<file path="config.mk">
export PLATFORM = sky130hd
export DESIGN_NAME = dual_monitor_address_decode
export DESIGN_NICKNAME = d
export VERILOG_FILES = /design/src/dual_monitor_address_decode.v
export VERILOG_INCLUDE_DIRS = /design/src
export SDC_FILE = /design/constraint.sdc
export NUM_CORES = 1
export LEC_CHECK = 0
export ABC_AREA = 1
export BUFFER_PORTS_ARGS = -buffer_cell sky130_fd_sc_hd__buf_4
export CAP_MARGIN = 20
export CORE_ASPECT_RATIO = 0.9
export CORE_UTILIZATION = 45
export CTS_CLUSTER_SIZE = 12
export DETAILED_ROUTE_END_ITERATION = 8
export HOLD_SLACK_MARGIN = 0.06
export PLACE_DENSITY = 0.79
export SYNTH_ARGS = -nofsm -noshare
export SYNTH_HDL_FRONTEND = slang
export SYNTH_SLANG_ARGS = --single-unit
</file>
<file path="constraint.sdc">
create_clock -name hclk -period 4.9 [get_ports hclk]
set_clock_uncertainty 0.15 [all_clocks]
set_input_delay 0.98 -clock hclk [delete_from_list [all_inputs] [get_ports hclk]]
set_output_delay 0.98 -clock hclk [all_outputs]
set_load 0.03 [all_outputs]
</file>
<file path="src/pair_decode_consts.vh">
// Constants for the dual monitor address decode block
`ifndef PAIR_DECODE_CONSTS_VH
`define PAIR_DECODE_CONSTS_VH

// ****************************************
// Register map (AHB byte addresses)
// ****************************************
`define CTRL_ADDR 4'h0
`define STATUS_ADDR 4'h4
`define CTRL_RESET 4'h3
`define PORT_CTL_LO_BIT 0
`define PORT_CTL_HI_BIT 1
`define EXP_MODE_LSB 2

// ****************************************
// Port control codes
// ****************************************
`define PORT_ILLEGAL 2'h0
`define PORT_TERMINAL 2'h1
`define PORT_PRIMARY 2'h2
`define PORT_MANUAL 2'h3

// ****************************************
// Expansion modes
// ****************************************
`define EXP_NONE 2'h0
`define EXP_8K 2'h1
`define EXP_16K 2'h2

// ****************************************
// Address windows
// ****************************************
`define SRAM_SIZE_BITS 9
`define SCRATCH_BASE 16'ha000
`define SCRATCH_LAST 16'ha07f
`define ROM_BASE 16'he000
`define ROM_LAST 16'he3ff
`define SERIAL_BASE 16'h8008
`define SERIAL_LAST 16'h8009
`define UPORT_BASE 16'h8004
`define UPORT_LAST 16'h8007

// ****************************************
// Timing
// ****************************************
`define CLK_MHZ 200
`define RESET_PULSE_MS 4
`define RESET_PULSE_CYCLES (`RESET_PULSE_MS * `CLK_MHZ * 1000)

`endif

</file>
<file path="src/dual_monitor_address_decode.v">
// Address decode and monitor pair steering with AHB-Lite control registers
//
// What this block does
// - Top three address bits split memory into eight 8K blocks, selects active low.
// - Pattern 000 selects on-board 512-byte static RAM.
// - Patterns 001 and 010 select the two expansion RAM blocks.
// - Pattern 011 selects the user USER_HIGH_SELECT_A block at 6000.
// - Pattern 100 selects the I/O block holding the serial controller.
// - 101 scratch RAM, 110 second user USER_HIGH_SELECT_A, 111 monitor ROM.
// - Peripheral windows follow the fixed address map.
// - Optional 8K or 16K expansion moves static RAM to block 001 or 010, just above the expansion.
// - Read enable asserted for every processor read of off-board memory.
// - ROM and I/O selects go to exactly one monitor pair.
// - Switch position J picks primary pair, M the terminal pair.
// - Software port selection overrides switch at once, with no reset.
// - Every switch change gives a processor reset pulse of about 4 ms.
// - Manual latch changes while processor reset is asserted, or at once when a software port code hands back to manual.
// - Both pairs are never enabled together.
// - Push-button reset still resets the processor directly.
// - Port code 01 terminal, 10 primary, 11 manual, 00 illegal.
// - Port control bits read as ones after reset.
//
// Local design decisions: the AHB-Lite register port and the address map.
`include "pair_decode_consts.vh"

module dual_monitor_address_decode #(
  parameter RESET_PULSE_CYCLES = `RESET_PULSE_CYCLES,
  parameter CNT_W = 20
) (
  input wire hclk,
  input wire hresetn,
  input wire hsel,
  input wire [31:0] haddr,
  input wire [1:0] htrans,
  input wire hwrite,
  input wire [2:0] hsize,
  input wire [31:0] hwdata,
  input wire hready,
  output reg hreadyout,
  output reg hresp,
  output reg [31:0] hrdata,
  input wire [15:0] cpu_addr,
  input wire cpu_addr_valid,
  input wire cpu_read,
  input wire manual_pair_switch,
  input wire reset_button_n,
  output reg [7:0] block_sel_n,
  output reg sram_sel_n,
  output reg exp_ram_sel_n,
  output reg scratch_sel_n,
  output reg user_port_sel_n,
  output reg primary_rom_sel_n,
  output reg primary_serial_sel_n,
  output reg terminal_rom_sel_n,
  output reg terminal_serial_sel_n,
  output reg offboard_read_enable,
  output reg cpu_reset_n
);

  function in_win;
    input [15:0] a;
    input [15:0] lo;
    input [15:0] hi;
    begin
      in_win = (a >= lo) && (a <= hi);
    end
  endfunction

  // ****************************************
  // Register bus
  // ****************************************
  reg [3:0] ctrl_reg;
  reg wr_pend_reg;
  reg [3:0] wr_addr_reg;
  reg pair_select_control;
  reg pulse_active_reg;
  wire addr_phase = hsel && htrans[1] && hready;
  wire ctrl_wr = wr_pend_reg && (wr_addr_reg == `CTRL_ADDR);
  wire [3:0] ctrl_now = ctrl_wr ? hwdata[3:0] : ctrl_reg;
  wire [1:0] port_ctl = {ctrl_reg[`PORT_CTL_HI_BIT], ctrl_reg[`PORT_CTL_LO_BIT]};
  wire [1:0] exp_mode = ctrl_reg[`EXP_MODE_LSB +: 2];

  always @(posedge hclk or negedge hresetn) begin
    if (!hresetn) begin
      ctrl_reg <= `CTRL_RESET;
      wr_pend_reg <= 1'b0;
      wr_addr_reg <= 4'h0;
      hrdata <= 32'h0;
      hreadyout <= 1'b1;
      hresp <= 1'b0;
    end else begin
      hreadyout <= 1'b1;
      hresp <= 1'b0;
      // Writes outside the decoded page are dropped, as reads of it return zero
      wr_pend_reg <= addr_phase && hwrite && (haddr[31:4] == 28'h0);
      wr_addr_reg <= haddr[3:0];
      if (ctrl_wr) begin
        ctrl_reg <= hwdata[3:0];
      end
      if (addr_phase && !hwrite) begin
        if (haddr[31:4] != 28'h0) begin
          hrdata <= 32'h0;
        end else if (haddr[3:0] == `CTRL_ADDR) begin
          hrdata <= {28'h0, ctrl_now};
        end else if (haddr[3:0] == `STATUS_ADDR) begin
          hrdata <= {29'h0, pulse_active_reg, manual_pair_switch, pair_select_control};
        end else begin
          hrdata <= 32'h0;
        end
      end
    end
  end

  // ****************************************
  // Pair selection and reset pulse
  // ****************************************
  reg sw_prev_reg;
  reg init_done_reg;
  reg [CNT_W-1:0] pulse_cnt_reg;

  always @(posedge hclk or negedge hresetn) begin
    if (!hresetn) begin
      sw_prev_reg <= 1'b0;
      init_done_reg <= 1'b0;
      pulse_cnt_reg <= {CNT_W{1'b0}};
      pulse_active_reg <= 1'b0;
      pair_select_control <= 1'b0;
    end else begin
      sw_prev_reg <= manual_pair_switch;
      init_done_reg <= 1'b1;
      if (!init_done_reg) begin
        // Switch level is caught after release, not under reset
        pair_select_control <= manual_pair_switch;
      end else if (manual_pair_switch != sw_prev_reg) begin
        pulse_active_reg <= 1'b1;
        pulse_cnt_reg <= RESET_PULSE_CYCLES[CNT_W-1:0] - 1'b1;
      end else if (pulse_active_reg) begin
        if (pulse_cnt_reg == {CNT_W{1'b0}}) begin
          pulse_active_reg <= 1'b0;
        end else begin
          pulse_cnt_reg <= pulse_cnt_reg - 1'b1;
        end
      end
      case (port_ctl)
        `PORT_TERMINAL: pair_select_control <= 1'b1;
        `PORT_PRIMARY: pair_select_control <= 1'b0;
        `PORT_MANUAL: begin
          // switch taken under reset, or once steady after hand-back
          if (init_done_reg && (pulse_active_reg || (manual_pair_switch == sw_prev_reg))) begin
            pair_select_control <= manual_pair_switch;
          end
        end
        default: pair_select_control <= pair_select_control;
      endcase
    end
  end

  // ****************************************
  // Address decode
  // ****************************************
  reg [7:0] blk_n;
  reg sram_hit;
  reg exp_hit;
  wire [2:0] top = cpu_addr[15:13];
  wire low_win = (cpu_addr[12:`SRAM_SIZE_BITS] == 4'h0);

  always @* begin
    blk_n = 8'hff;
    blk_n[top] = ~cpu_addr_valid;
    case (exp_mode)
      `EXP_8K: begin
        exp_hit = (top == 3'h0);
        sram_hit = (top == 3'h1) && low_win;
      end
      `EXP_16K: begin
        exp_hit = (top == 3'h0) || (top == 3'h1);
        sram_hit = (top == 3'h2) && low_win;
      end
      default: begin
        exp_hit = 1'b0;
        sram_hit = (top == 3'h0) && low_win;
      end
    endcase
  end

  wire rom_hit = in_win(cpu_addr, `ROM_BASE, `ROM_LAST);
  wire ser_hit = in_win(cpu_addr, `SERIAL_BASE, `SERIAL_LAST);
  // off-board is expansion space, fixed or remapped
  wire offboard = exp_hit || ((exp_mode == `EXP_NONE) && ((top == 3'h1) || (top == 3'h2)));

  always @(posedge hclk or negedge hresetn) begin
    if (!hresetn) begin
      block_sel_n <= 8'hff;
      sram_sel_n <= 1'b1;
      exp_ram_sel_n <= 1'b1;
      scratch_sel_n <= 1'b1;
      user_port_sel_n <= 1'b1;
      primary_rom_sel_n <= 1'b1;
      primary_serial_sel_n <= 1'b1;
      terminal_rom_sel_n <= 1'b1;
      terminal_serial_sel_n <= 1'b1;
      offboard_read_enable <= 1'b0;
      cpu_reset_n <= 1'b0;
    end else begin
      block_sel_n <= blk_n;
      sram_sel_n <= ~(cpu_addr_valid && sram_hit);
      exp_ram_sel_n <= ~(cpu_addr_valid && exp_hit);
      scratch_sel_n <= ~(cpu_addr_valid && in_win(cpu_addr, `SCRATCH_BASE, `SCRATCH_LAST));
      user_port_sel_n <= ~(cpu_addr_valid && in_win(cpu_addr, `UPORT_BASE, `UPORT_LAST));
      primary_rom_sel_n <= ~(cpu_addr_valid && rom_hit && !pair_select_control);
      primary_serial_sel_n <= ~(cpu_addr_valid && ser_hit && !pair_select_control);
      terminal_rom_sel_n <= ~(cpu_addr_valid && rom_hit && pair_select_control);
      terminal_serial_sel_n <= ~(cpu_addr_valid && ser_hit && pair_select_control);
      offboard_read_enable <= cpu_addr_valid && cpu_read && offboard;
      cpu_reset_n <= reset_button_n && !pulse_active_reg && init_done_reg;
    end
  end

endmodule

</file>
Word-level counts from Yosys, hierarchy flattened
Index checks and enable logic that the tools add are counted.
- bits in registers: 83
- output and inout bits: 52
- word-level logic and storage cells: 120
- bits of input ports: 94
- reduce and logical (&&, ||, !) cells: 49
- $lt $le $gt $ge: 10
- mux-type cells: 17
- bitwise logic cells: 11
- equal/unequal tests: 12
- $add $sub $neg: 1
- operators with widths (cell ; number):
    greater-or-equal comparator 16 bit, second input constant ; 4
    less-or-equal comparator 16 bit, second input constant ; 4
    two-way mux 20 bit ; 3
    logical AND 1 bit ; 30
    zero test 28 bit ; 1
    nonzero test 28 bit ; 1
    zero test 20 bit ; 1
    subtractor 20 x 1 -> 20 bit, second input constant ; 1
    zero test 4 bit ; 3
    two-way mux 4 bit ; 3
    inverter 1 bit ; 9
    inverter 8 bit ; 1
    OR 8 bit ; 1
    equality test 2 bit, second input constant ; 3
    two-way mux 1 bit ; 6
    equality test 2 x 1 -> 1 bit, second input constant ; 2
    equality test 4 x 3 -> 1 bit, second input constant ; 1
    logical OR 1 bit ; 4
    < comparator 3 x 4 -> 1 bit, second input constant ; 1
    one-hot mux 1 bit (2 select lines) ; 2
    demux 1 bit (select 3 bit) ; 1
    equality test 3 x 1 -> 1 bit, second input constant ; 1
    equality test 3 x 2 -> 1 bit, second input constant ; 1
    greater-or-equal comparator 3 x 1 -> 1 bit, second input constant ; 1
    other kinds (13) ; 15

Longest topological paths before layout
Gate-level depths: netlist of run 1.
- depth in word-level cells: 6
- mapped depth: 10
- gate-level depth less buffers: 9

Worst setup path before layout of run 1
OpenSTA, ideal clock, no wires.
- path type: input -> register
- from: in haddr[1]
- to: reg hrdata[0]
- data arrival time: 1.751 ns
- data required time: 4.685 ns
- slack: 2.934 ns
- library setup time: 0.065 ns
- cell stages on the path: 6
- cells stage by stage: or2_2 > nor3_1 > nand2_1 > o21ai_0 > nand3_1 > nand2_1
- word-level cells in the longest chain between the ends: 4
- elaborated cells between the ends (all ways): 5
- classes of those cells: 1 x eq/ne; 3 x mux; 1 x reduce/logical
- ends and longest elaborated chain (what ; RTL line ; source):
    from (decl) ; dual_monitor_address_decode.v:33 ; input wire [31:0] haddr,
    equality test 4 x 3 -> 1 bit (no source line) ; -- ;
    two-way mux 3 bit ; dual_monitor_address_decode.v:105 ; end else if (haddr[3:0] == `STATUS_ADDR) begin
    two-way mux 4 bit (*) ; dual_monitor_address_decode.v:103 ; end else if (haddr[3:0] == `CTRL_ADDR) begin
    two-way mux 4 bit (*) ; dual_monitor_address_decode.v:101 ; if (haddr[31:4] != 28'h0) begin
    to (signal assigned) ; dual_monitor_address_decode.v:104 ; hrdata <= {28'h0, ctrl_now};
    to (signal assigned) ; dual_monitor_address_decode.v:106 ; hrdata <= {29'h0, pulse_active_reg, manual_pair_switch, pair_select_control};
    to (decl) ; dual_monitor_address_decode.v:41 ; output reg [31:0] hrdata,
Mark *: on every way between the ends. The rest lies on a longest branch, timed or not.
A chain may end at the register's enable or synchronous reset.

Final worst setup path of run 1
- from: reg pulse_cnt_reg[0]
- to: reg pulse_cnt_reg[18]
- word-level cells in the longest chain between the ends: 4
- elaborated cells between the ends (all ways): 7
- classes of those cells: 1 x add/sub; 1 x eq/ne; 3 x mux; 2 x reduce/logical
- ends and longest elaborated chain (what ; RTL line ; source):
    from (decl) ; dual_monitor_address_decode.v:119 ; reg [CNT_W-1:0] pulse_cnt_reg;
    from (signal assigned) ; dual_monitor_address_decode.v:125 ; pulse_cnt_reg <= {CNT_W{1'b0}};
    from (signal assigned) ; dual_monitor_address_decode.v:136 ; pulse_cnt_reg <= RESET_PULSE_CYCLES[CNT_W-1:0] - 1'b1;
    from (signal assigned) ; dual_monitor_address_decode.v:141 ; pulse_cnt_reg <= pulse_cnt_reg - 1'b1;
    subtractor 20 x 1 -> 20 bit ; dual_monitor_address_decode.v:141 ;
    two-way mux 20 bit ; dual_monitor_address_decode.v:138 ; if (pulse_cnt_reg == {CNT_W{1'b0}}) begin
    two-way mux 20 bit ; dual_monitor_address_decode.v:137 ; end else if (pulse_active_reg) begin
    two-way mux 20 bit ; dual_monitor_address_decode.v:134 ; end else if (manual_pair_switch != sw_prev_reg) begin
Several ways; a longest one is shown, not always the timed one. The select of a mux whose other input is x is not followed.

==> reports/qor.yml, run 1 <==
combPwrFrac_pct: 23.0
worstHoldPathCells: 2
worst_pin_slew_ns: 0.664
grt_pass1_wl_mm: 11.0
final_antenna_net_count: 0
final_util_pct: 57.2
largest_reg_flops: 20
cts_max_level: 2
start_kind: "flip-flop"
drcViolationCount: 0
synth.distinct_cells: 32
end_kind: "flip-flop"
swShare_pct: 33.4
hold_buffers: 0
slew_violations: 0
required_ns: 4.95
wl_per_cell_um: 11.3
stdcell_count: 576
cts_resized: 0
core_area_sq_um: 6690
intPower_uw: 670
hold_class: "reg2reg"
path_clk_slew_ns: 0.10
synth_compound_area_share_pct: 6.44
clock_latency_ns: 0.32
area_growth_pct: 20.9
rr_endpoint: "pulse_cnt_reg[18]"
synth.area.mux_share_pct: 0
holdPathEnd: "pulse_cnt_reg[18]"
grt.total_usage_pct: 18.5
arrival_ns: 2.19
first_pass_iters: 4
synth_fa_ha_area_share_pct: 1.98
maxCapViolCount: 0
synth_top_family_by_area: "simple AND/OR/NAND/NOR gates"
place_inst: 568
grt.overflow.total: 0
clock-sinks: 55
leakage_nw: 1.96
ir_worst_vdd_v: 0.000120
cts_tree: "built"
grt_max_degree: 56
period_share_pct: 43.7
fin_nets: 584
r2r_start: "pulse_cnt_reg[0]"
drt-total-wl_mm: 6.52
via_count: 2762
placed_cell_area_sq_um: 3740
start_util_pct: 47.3
yosysSeqAreaShare_pct: 44.2
die_h_um: 81.6
synth-simple-area-share_pct: 31.8
grt_pass1_vias: 2645
portBuffers: 82
num_rows: 28
die-width_um: 90.4
tns_ns: 0
crit_fanout: 7
cts_setup_buffers: 0
worst-r2r-cell-count: 9
syn_area_per_cell_sq_um: 7.88
antenna_found_initial: 0
crit_type: "reg2reg"
ios: 146
syn_inst: 402
status: "completed"
hpwlAfterDp_mm: 4.95
setup_viol_count_final: 0
yosysWarnings: 0
whs_ns: 0.340
p_clk_share_pct: 25.9
drtIter0Drc: 176
power_density_nw_per_um2: 263
rsz0062_at_grt: "no"
cts_root_buffer: "clkbuf_8"
diodes: 0
hold_viol: 0
cts_buffers: 5
viasPerCell: 4.80
die_area_sq_um: 7380
switchingPower_uw: 336
clock_path_buffers: 2
fmax_ghz: 0.467
slew-limit-headroom_pct: 55.7
p_seq_share_pct: 51.2
ys_seq_elements: 55
final.min_clock_period_ns: 2.14
netlist_area_sq_um: 3170
gp_congestion: 0.828
drive_above_1_share_pct: 25.9
synth_xor_area_share_pct: 2.25
final_cell_area_sq_um: 3830
worst-r2r-setup-slack_ns: 2.76
worstHoldStart: "pulse_cnt_reg[18]"
-- metrics by stage --
stage	setup slack (ns)	power (mW)
global placement	2.47	0.743
global route	2.61	1.06
floorplan	2.93	0.693
CTS	2.76	1.01
finish	2.76	1.01
detailed placement	2.45	0.753
-- cell families after synthesis --
logic type	Yosys count
simple gates	227
buf+inv	75
flops	55
compound gates	32
xor+xnor	6
fa+ha+maj	5
other cells	2
-- cells in the final DEF (no fill, tap or decap), drive strengths merged --
| cell type | netlist | layout |
|---|---|---|
| nand2 | 97 | 97 |
| buf | 35 | 82 |
| nor2 | 64 | 64 |
| nand3 | 43 | 43 |
| inv | 40 | 40 |
| dfrtp | 37 | 37 |
| conb | 2 | 31 |
| o21ai | 22 | 22 |
| dfstp | 18 | 18 |
| nand4 | 11 | 11 |
| xor2 | 6 | 6 |
| clkbuf | 0 | 6 |
| ha | 5 | 5 |
| nor3 | 4 | 4 |
| a21o | 4 | 4 |
| a21oi | 4 | 4 |
| nor4 | 3 | 3 |
| or2 | 2 | 2 |
| clkinv | 0 | 2 |
| nand3b | 1 | 1 |
| and3 | 1 | 1 |
| a31oi | 1 | 1 |
| or3 | 1 | 1 |
| o211ai | 1 | 1 |
-- worst max-delay path by stage --
stage,endpoint,slack (ns),from
after floorplan,hrdata[0],2.93,haddr[1]
after global placement,pulse_cnt_reg[2],2.47,manual_pair_switch
after detailed placement,pulse_cnt_reg[2],2.45,manual_pair_switch
after CTS,sram_sel_n,2.76,sram_sel_n
after global routing,pulse_cnt_reg[18],2.61,pulse_cnt_reg[0]
final,pulse_cnt_reg[18],2.76,pulse_cnt_reg[0]
-- worst max-delay path, cell delays in order, from the launching register on --
cell     delay (ns)
dfrtp_1        0.40
inv_1          0.19
ha_1           0.22
nand3_1        0.20
nor2_1         0.41
nand2_1        0.10
nor2_1         0.13
nand3_1        0.09
nand2_1        0.06
nand3_1        0.06
-- final cells by class --
cell class	count	area, sq um
fillers	617	2860
multi-input cells	301	1460
flip-flops and latches	55	1400
repair buffers	82	616
inverters	40	150
well taps	90	113
clock buffers	6	72.6
clock inverters	2	17.5
-- metal layers --
metal / GRT usage (%) / vias to the layer above / wire length [um]
met5: 0 / - / 0
met4: 6.13 / 0 / 49
met3: 3.52 / 5 / 424
met2: 34.9 / 107 / 3220
met1: 21.6 / 1258 / 2830
li1: - / 1392 / -
-- synth_stat cells --
library cell  count  area [sq um]
or2_2             2          12.5
xor2_1            5          43.8
nand2_4           3          33.8
or3_1             1          6.26
a31oi_1           1          6.26
nor4_1            3          18.8
dfrtp_1          37           926
o21ai_0          13          65.1
nand2_2           1          6.26
buf_4            31           233
nand2_1          93           349
buf_2             2          10.0
a21oi_1           4          20.0
and3_1            1          6.26
nor2_1           61           229
o211ai_1          1          7.51
xor2_4            1          27.5
nor2_4            2          22.5
a21o_1            4          30.0
ha_1              5          62.6
nand3_2           1          10.0
buf_6             2          22.5
dfstp_2          18           473
o21ai_1           1          5.00
o21ai_2           8          70.1
nor3_1            4          20.0
inv_1            40           150
conb_1            2          7.51
nand4_1          11          68.8
nand3b_1          1          7.51
nand3_1          42           210
nor2_2            1          6.26
-- power groups by stage --
stage	clock network [mW]	registers [mW]	logic (mW)
6_report	0.260	0.514	0.231
5_1_grt	0.280	0.518	0.259
4_1_cts	0.262	0.514	0.232
3_5_place_dp	0	0.521	0.232
3_3_place_gp	0	0.519	0.224
2_1_floorplan	0	0.519	0.174
Power figures use the tool's default switching activity.
==> inputs of run 2 (changes only) <==
Settings changed: CORE_UTILIZATION 45 to 43.
Clock period 4.9 ns to 1.75 ns, I/O delays scaled along.
==> reports/qor.yml, run 2 (synthesis gave the netlist of run 1 again) <==
grt.total_usage_pct: 18.7  # was 18.5%
antenna_found_initial: 0  # unchanged
power_mw: 2.97  # was 1.01 mW
largest_reg_flops: 20  # unchanged
wl_per_cell_um: 11.5  # was 11.3 um
start_kind: "flip-flop"  # unchanged
final_util_pct: 58.9  # was 57.2%
register_area_sq_um: 1400  # unchanged
ios: 146  # unchanged
p_clk_share_pct: 24.6  # was 25.9%
drive_above_1_share_pct: 32.2  # was 25.9%
drt-total-wl_mm: 7.02  # was 6.52 mm
hold_class: "in2reg"  # was reg2reg
p_seq_share_pct: 47.8  # was 51.2%
viasPerCell: 4.77  # was 4.80
setup_viol_count_final: 0  # unchanged
die_area_sq_um: 7710  # was 7380 sq um
critical_path.cell_chain: "nor2_1 > nand2_2 > nor2_2 > nand3_2 > nand2_4 > buf_8 > buf_4 > nand3_1 > nand2_1"  # was inv_1 > ha_1 > nand3_1 > nor2_1 > nand2_1 > nor2_1 > nand3_1 > nand2_1 > nand3_1
switchingPower_uw: 995  # was 336 uW
die_h_um: 83.4  # was 81.6 um
layout_common_cells: "buf_4, nand2_1, nor2_1"  # was nand2_1, buf_4, nor2_1
r2r_start: "pulse_cnt_reg[5]"  # was pulse_cnt_reg[0]
fill_cells: 610  # was 617
hold_viol: 0  # unchanged
cts_max_level: 2  # unchanged
gp_congestion: 0.816  # was 0.828
portBuffers: 82  # unchanged
required_ns: 1.86  # was 4.95 ns
arrival_ns: 1.80  # was 2.19 ns
diodes: 0  # unchanged
start_util_pct: 44.8  # was 47.3%
cts_buffers: 5  # unchanged
setup.worst_path.start: "pulse_cnt_reg[5]"  # was pulse_cnt_reg[0]
rsz0062_at_grt: "yes"  # was no
worstSetupEndpoint: "pulse_cnt_reg[9]"  # was pulse_cnt_reg[18]
grt_pass1_vias: 2704  # was 2,645
combPwrFrac_pct: 27.6  # was 23.0%
grt.overflow.total: 0  # unchanged
clock_path_buffers: 2  # unchanged
worst-r2r-cell-count: 9  # unchanged
drtIter0Drc: 150  # was 176
worstHoldStart: "cpu_addr_valid"  # was pulse_cnt_reg[18]
crit_fanout: 11  # was 7
multi_input_area_sq_um: 1510  # was 1460 sq um
intPower_mw: 1.98  # was 670 uW
cts_root_buffer: "clkbuf_8"  # unchanged
crit_type: "reg2reg"  # unchanged
end_kind: "flip-flop"  # unchanged
grt_pass1_wl_mm: 11.6  # was 11.0 mm
cp_slowest_cell: "dfrtp_1"  # was nor2_1
drcViolationCount: 0  # unchanged
hpwlAfterDp_mm: 5.22  # was 4.95 mm
period_share_pct: 96.4  # was 43.7%
core_area_sq_um: 7080  # was 6690 sq um
path_clk_slew_ns: 0.10  # about the same
die-width_um: 92.5  # was 90.4 um
swShare_pct: 33.5  # was 33.4%
maxCapViolCount: 0  # unchanged
grt_max_degree: 56  # unchanged
num_rows: 29  # was 28
clock_latency_ns: 0.32  # about the same
fmax_ghz: 0.593  # was 0.467 GHz
leakage_nw: 2.13  # was 1.96 nW
slew_violations: 0  # unchanged
clock-sinks: 55  # unchanged
via_count: 2917  # was 2,762
worst_pin_slew_ns: 0.687  # was 0.664 ns
ir_worst_vdd_v: 0.000348  # was 0.000120 V
cpPeakStageDelay_ns: 0.40  # was 0.41 ns
final.min_clock_period_ns: 1.69  # was 2.14 ns
power_density_nw_per_um2: 712  # was 263 nW/um^2
cts_tree: "built"  # unchanged
worst-r2r-setup-slack_ns: 0.06  # was 2.76 ns
slew-limit-headroom_pct: 54.2  # was 55.7%
rr_endpoint: "pulse_cnt_reg[9]"  # was pulse_cnt_reg[18]
status: "completed"  # unchanged
first_pass_iters: 4  # unchanged
fin_nets: 617  # was 584
final_common_cell: "buf_4"  # was nand2_1
area_growth_pct: 31.7  # was 20.9%
final_antenna_net_count: 0  # unchanged
run 2: worst min path at each step:
stage | end | cells past startpoint | slack (ns)
after floorplan | cpu_reset_n | 0 | -0.1
after global placement | hrdata[2] | 1 | 0.29
after detailed placement | hrdata[2] | 1 | 0.28
after CTS | block_sel_n[1] | 2 | 0.07
after global routing | sram_sel_n | 2 | 0.07
final | sram_sel_n | 2 | 0.08
run 2: metrics by stage:
step / setup TNS (ns) / hold slack (ns) / area (sq um) / setup WS, ns / instances
after floorplan: 0 / -0.0956 / 3280 / 0.0102 / 431
after global placement: 0 / 0.286 / 3910 / 0.0321 / 592
after detailed placement: -0.00298 / 0.282 / 3910 / -0.00298 / 592
after CTS: 0 / 0.0687 / 4080 / 0.0170 / 606
after global routing: -0.284 / 0.0692 / 4170 / -0.0580 / 612
final: 0 / 0.0814 / 4170 / 0.0624 / 612
run 2: layout make-up:
type / instances / area share [%]
Clock buffer: 6 / 1.74
Clock inverter: 2 / 0.420
Inverter: 40 / 3.60
Multi-Input combinational cell: 301 / 36.3
Sequential cell: 55 / 33.5
Tap cell: 93 / 2.79
Timing Repair Buffer: 115 / 21.6
run 2: power groups by stage:
stage	Sequential [mW]	Clock (mW)	Combinational [mW]
final	1.42	0.730	0.821
after global routing	1.43	0.800	0.902
after CTS	1.42	0.747	0.777
after detailed placement	1.44	0	0.754
after global placement	1.43	0	0.729
after floorplan	1.45	0	0.488
run 2: layer usage:
layer  vias to the layer above  routed length, um  share of wire (%)  GRT usage (%)
li1                       1462                  -                  -              -
met1                      1335               2930                 42           23.3
met2                       113               3550                 51           32.5
met3                         7                471                6.7           3.39
met4                         0                 68               0.97           6.39
met5                         -                  0                  0              0
run 2: worst max-delay path: cells and delay by family (launching register included):
family                 cells  cell delay (ns)
flip-flops                 1             0.40
AND/OR/NAND/NOR            7             0.80
buffers and inverters      2             0.27
run 2: repair_timing:
| item | in CTS | in global routing |
|---|---|---|
| endpoints found under the hold margin | 42 | 1 |
| setup endpoints to repair | 4 | 21 |
| hold buffers | 6 | 1 |
| cloned | 0 | 0 |
| pin swaps | 0 | 5 |
| resized for setup | 4 | 18 |
| setup buffers | 0 | 5 |
==> inputs of run 3 (changes only) <==
Settings changed: PLACE_DENSITY 0.79 to 0.86.
==> reports/qor.yml, run 3 (synthesis gave the netlist of run 1 again) <==
arrival_ns: 1.75  # was 1.80 ns
gp_congestion: 0.846  # was 0.816
grt.overflow.total: 0  # unchanged
die_area_sq_um: 7710  # unchanged
cpPeakStageDelay_ns: 0.42  # was 0.40 ns
portBuffers: 82  # unchanged
setup_viol_count_final: 0  # unchanged
setup_ws_ns: 0.0546  # was 0.0624 ns
hold_viol: 0  # unchanged
maxCapViolCount: 0  # unchanged
power_density_nw_per_um2: 735  # was 712 nW/um^2
period_share_pct: 96.9  # was 96.4%
cts_root_buffer: "clkbuf_8"  # unchanged
critical_path.cell_chain: "inv_2 > ha_1 > nand2_1 > nor2_2 > nand3_4 > nand2_4 > buf_6 > nor2_1 > nand2_1 > nand3_1"  # was nor2_1 > nand2_2 > nor2_2 > nand3_2 > nand2_4 > buf_8 > buf_4 > nand3_1 > nand2_1
largest_reg_flops: 20  # unchanged
crit_top_cell: "nand2_1"
crit_fanout: 8  # was 11
clock_latency_ns: 0.31  # was 0.32 ns
cts_tree: "built"  # unchanged
switchingPower_mw: 1.01  # was 995 uW
die_h_um: 83.4  # unchanged
drt-total-wl_mm: 7.36  # was 7.02 mm
path_delay_family: "simple AND/OR/NAND/NOR gates"  # unchanged
final_common_cell: "buf_4"  # unchanged
worst_pin_slew_ns: 0.673  # was 0.687 ns
drtIter0Drc: 167  # was 150
hpwlAfterDp_mm: 5.49  # was 5.22 mm
combPwrFrac_pct: 26.4  # was 27.6%
fmax_ghz: 0.590  # was 0.593 GHz
hold_class: "in2reg"  # unchanged
grt.total_usage_pct: 19.9  # was 18.7%
grt_max_degree: 56  # unchanged
final.min_clock_period_ns: 1.70  # was 1.69 ns
layout_common_cells: "buf_4, nand2_1, nor2_1"  # unchanged
num_rows: 29  # unchanged
clock_path_buffers: 2  # unchanged
p_clk_share_pct: 26.9  # was 24.6%
required_ns: 1.80  # was 1.86 ns
cp.buffers_inverters: 2  # unchanged
start_kind: "flip-flop"  # unchanged
cts_buffers: 5  # unchanged
ir_worst_vdd_v: 0.000332  # was 0.000348 V
path_clk_slew_ns: 0.10  # about the same
antenna_found_initial: 0  # unchanged
rsz0062_at_grt: "yes"  # unchanged
power_mw: 3.06  # was 2.97 mW
p_seq_share_pct: 46.7  # was 47.8%
grt_pass1_vias: 2878  # was 2,704
fin_nets: 610  # was 617
wl_per_cell_um: 12.2  # was 11.5 um
leakage_nw: 2.10  # was 2.13 nW
whs_ns: 0.0830  # was 0.0814 ns
first_pass_iters: 4  # unchanged
core_area_sq_um: 7080  # unchanged
start_util_pct: 44.8  # unchanged
ios: 146  # unchanged
die-width_um: 92.5  # unchanged
viasPerCell: 4.91  # was 4.77
slew-limit-headroom_pct: 55.1  # was 54.2%
final_util_pct: 58.9  # about the same
grt_pass1_wl_mm: 12.4  # was 11.6 mm
drcViolationCount: 0  # unchanged
clock-sinks: 55  # unchanged
dp_slack_ns: -0.0451  # was -0.00298 ns
intPower_mw: 2.05  # was 1.98 mW
status: "completed"  # unchanged
swShare_pct: 33.0  # was 33.5%
end_kind: "flip-flop"  # unchanged
drive_above_1_share_pct: 32.8  # was 32.2%
diodes: 0  # unchanged
cts_max_level: 2  # unchanged
area_growth_pct: 31.6  # was 31.7%
cp_slowest_cell: "dfrtp_1"  # unchanged
slew_violations: 0  # unchanged
final_antenna_net_count: 0  # unchanged
via_count: 2969  # was 2,917
crit_type: "reg2reg"  # unchanged
run 3: cell count changes in the layout (fill, tap and decap cells not counted), sizes merged:
cell and change:
dlygate4sd3 -1, buf -6
run 3: power by group through the flow:
stage	combinational, mW	sequential (mW)	clock, mW
6_report	0.810	1.43	0.824
5_1_grt	0.889	1.45	0.892
4_1_cts	0.772	1.42	0.837
3_5_place_dp	0.737	1.44	0
3_3_place_gp	0.711	1.44	0
2_1_floorplan	0.488	1.45	0
run 3: cell type report:
| cell class | instances | area, sq um |
|---|---|---|
| Fill cell | 602 | 2910 |
| Multi-Input combinational cell | 301 | 1550 |
| Sequential cell | 55 | 1400 |
| Timing Repair Buffer | 108 | 846 |
| Inverter | 40 | 150 |
| Tap cell | 93 | 116 |
| Clock buffer | 6 | 93.8 |
| Clock inverter | 2 | 17.5 |
run 3: worst paths after layout:
path	start	slack, ns	cells after the start	endpoint
max	pulse_cnt_reg[0]	0.05	10	pulse_cnt_reg[3]
min	cpu_addr_valid	0.08	2	sram_sel_n
max reg2reg	pulse_cnt_reg[0]	0.05	10	pulse_cnt_reg[3]
min reg2reg	hrdata[2]	0.35	2	hrdata[2]
max in group asynchronous	hresetn	0.51	2	pulse_cnt_reg[14]
min in group asynchronous	hresetn	0.44	2	hrdata[1]
run 3: routing by layer:
layer / vias to the layer above / wire, um / global-route usage (%) / share of wire, %
met5: - / 0 / 0 / 0
met1: 1377 / 2880 / 23.7 / 39
met4: 0 / 97 / 6.96 / 1.3
li1: 1443 / - / - / -
met3: 11 / 538 / 4.49 / 7.3
met2: 138 / 3850 / 35.2 / 52
run 3: metrics by stage:
stage,setup TNS (ns),cells,area (sq um)
2_1_floorplan,0,431,3280
3_3_place_gp,-0.00188,590,3900
3_5_place_dp,-0.0908,590,3900
4_1_cts,-0.00761,605,4100
5_1_grt,-0.189,605,4170
6_report,0,605,4170
run 3: what timing repair did:
| item | in CTS | in global routing |
|---|---|---|
| hold endpoints to repair | 42 | 0 |
| pin swaps | 1 | 6 |
| hold buffers | 6 | 0 |
| setup buffers | 1 | 0 |
| resized for setup | 4 | 27 |
| endpoints found under the setup margin | 8 | 22 |
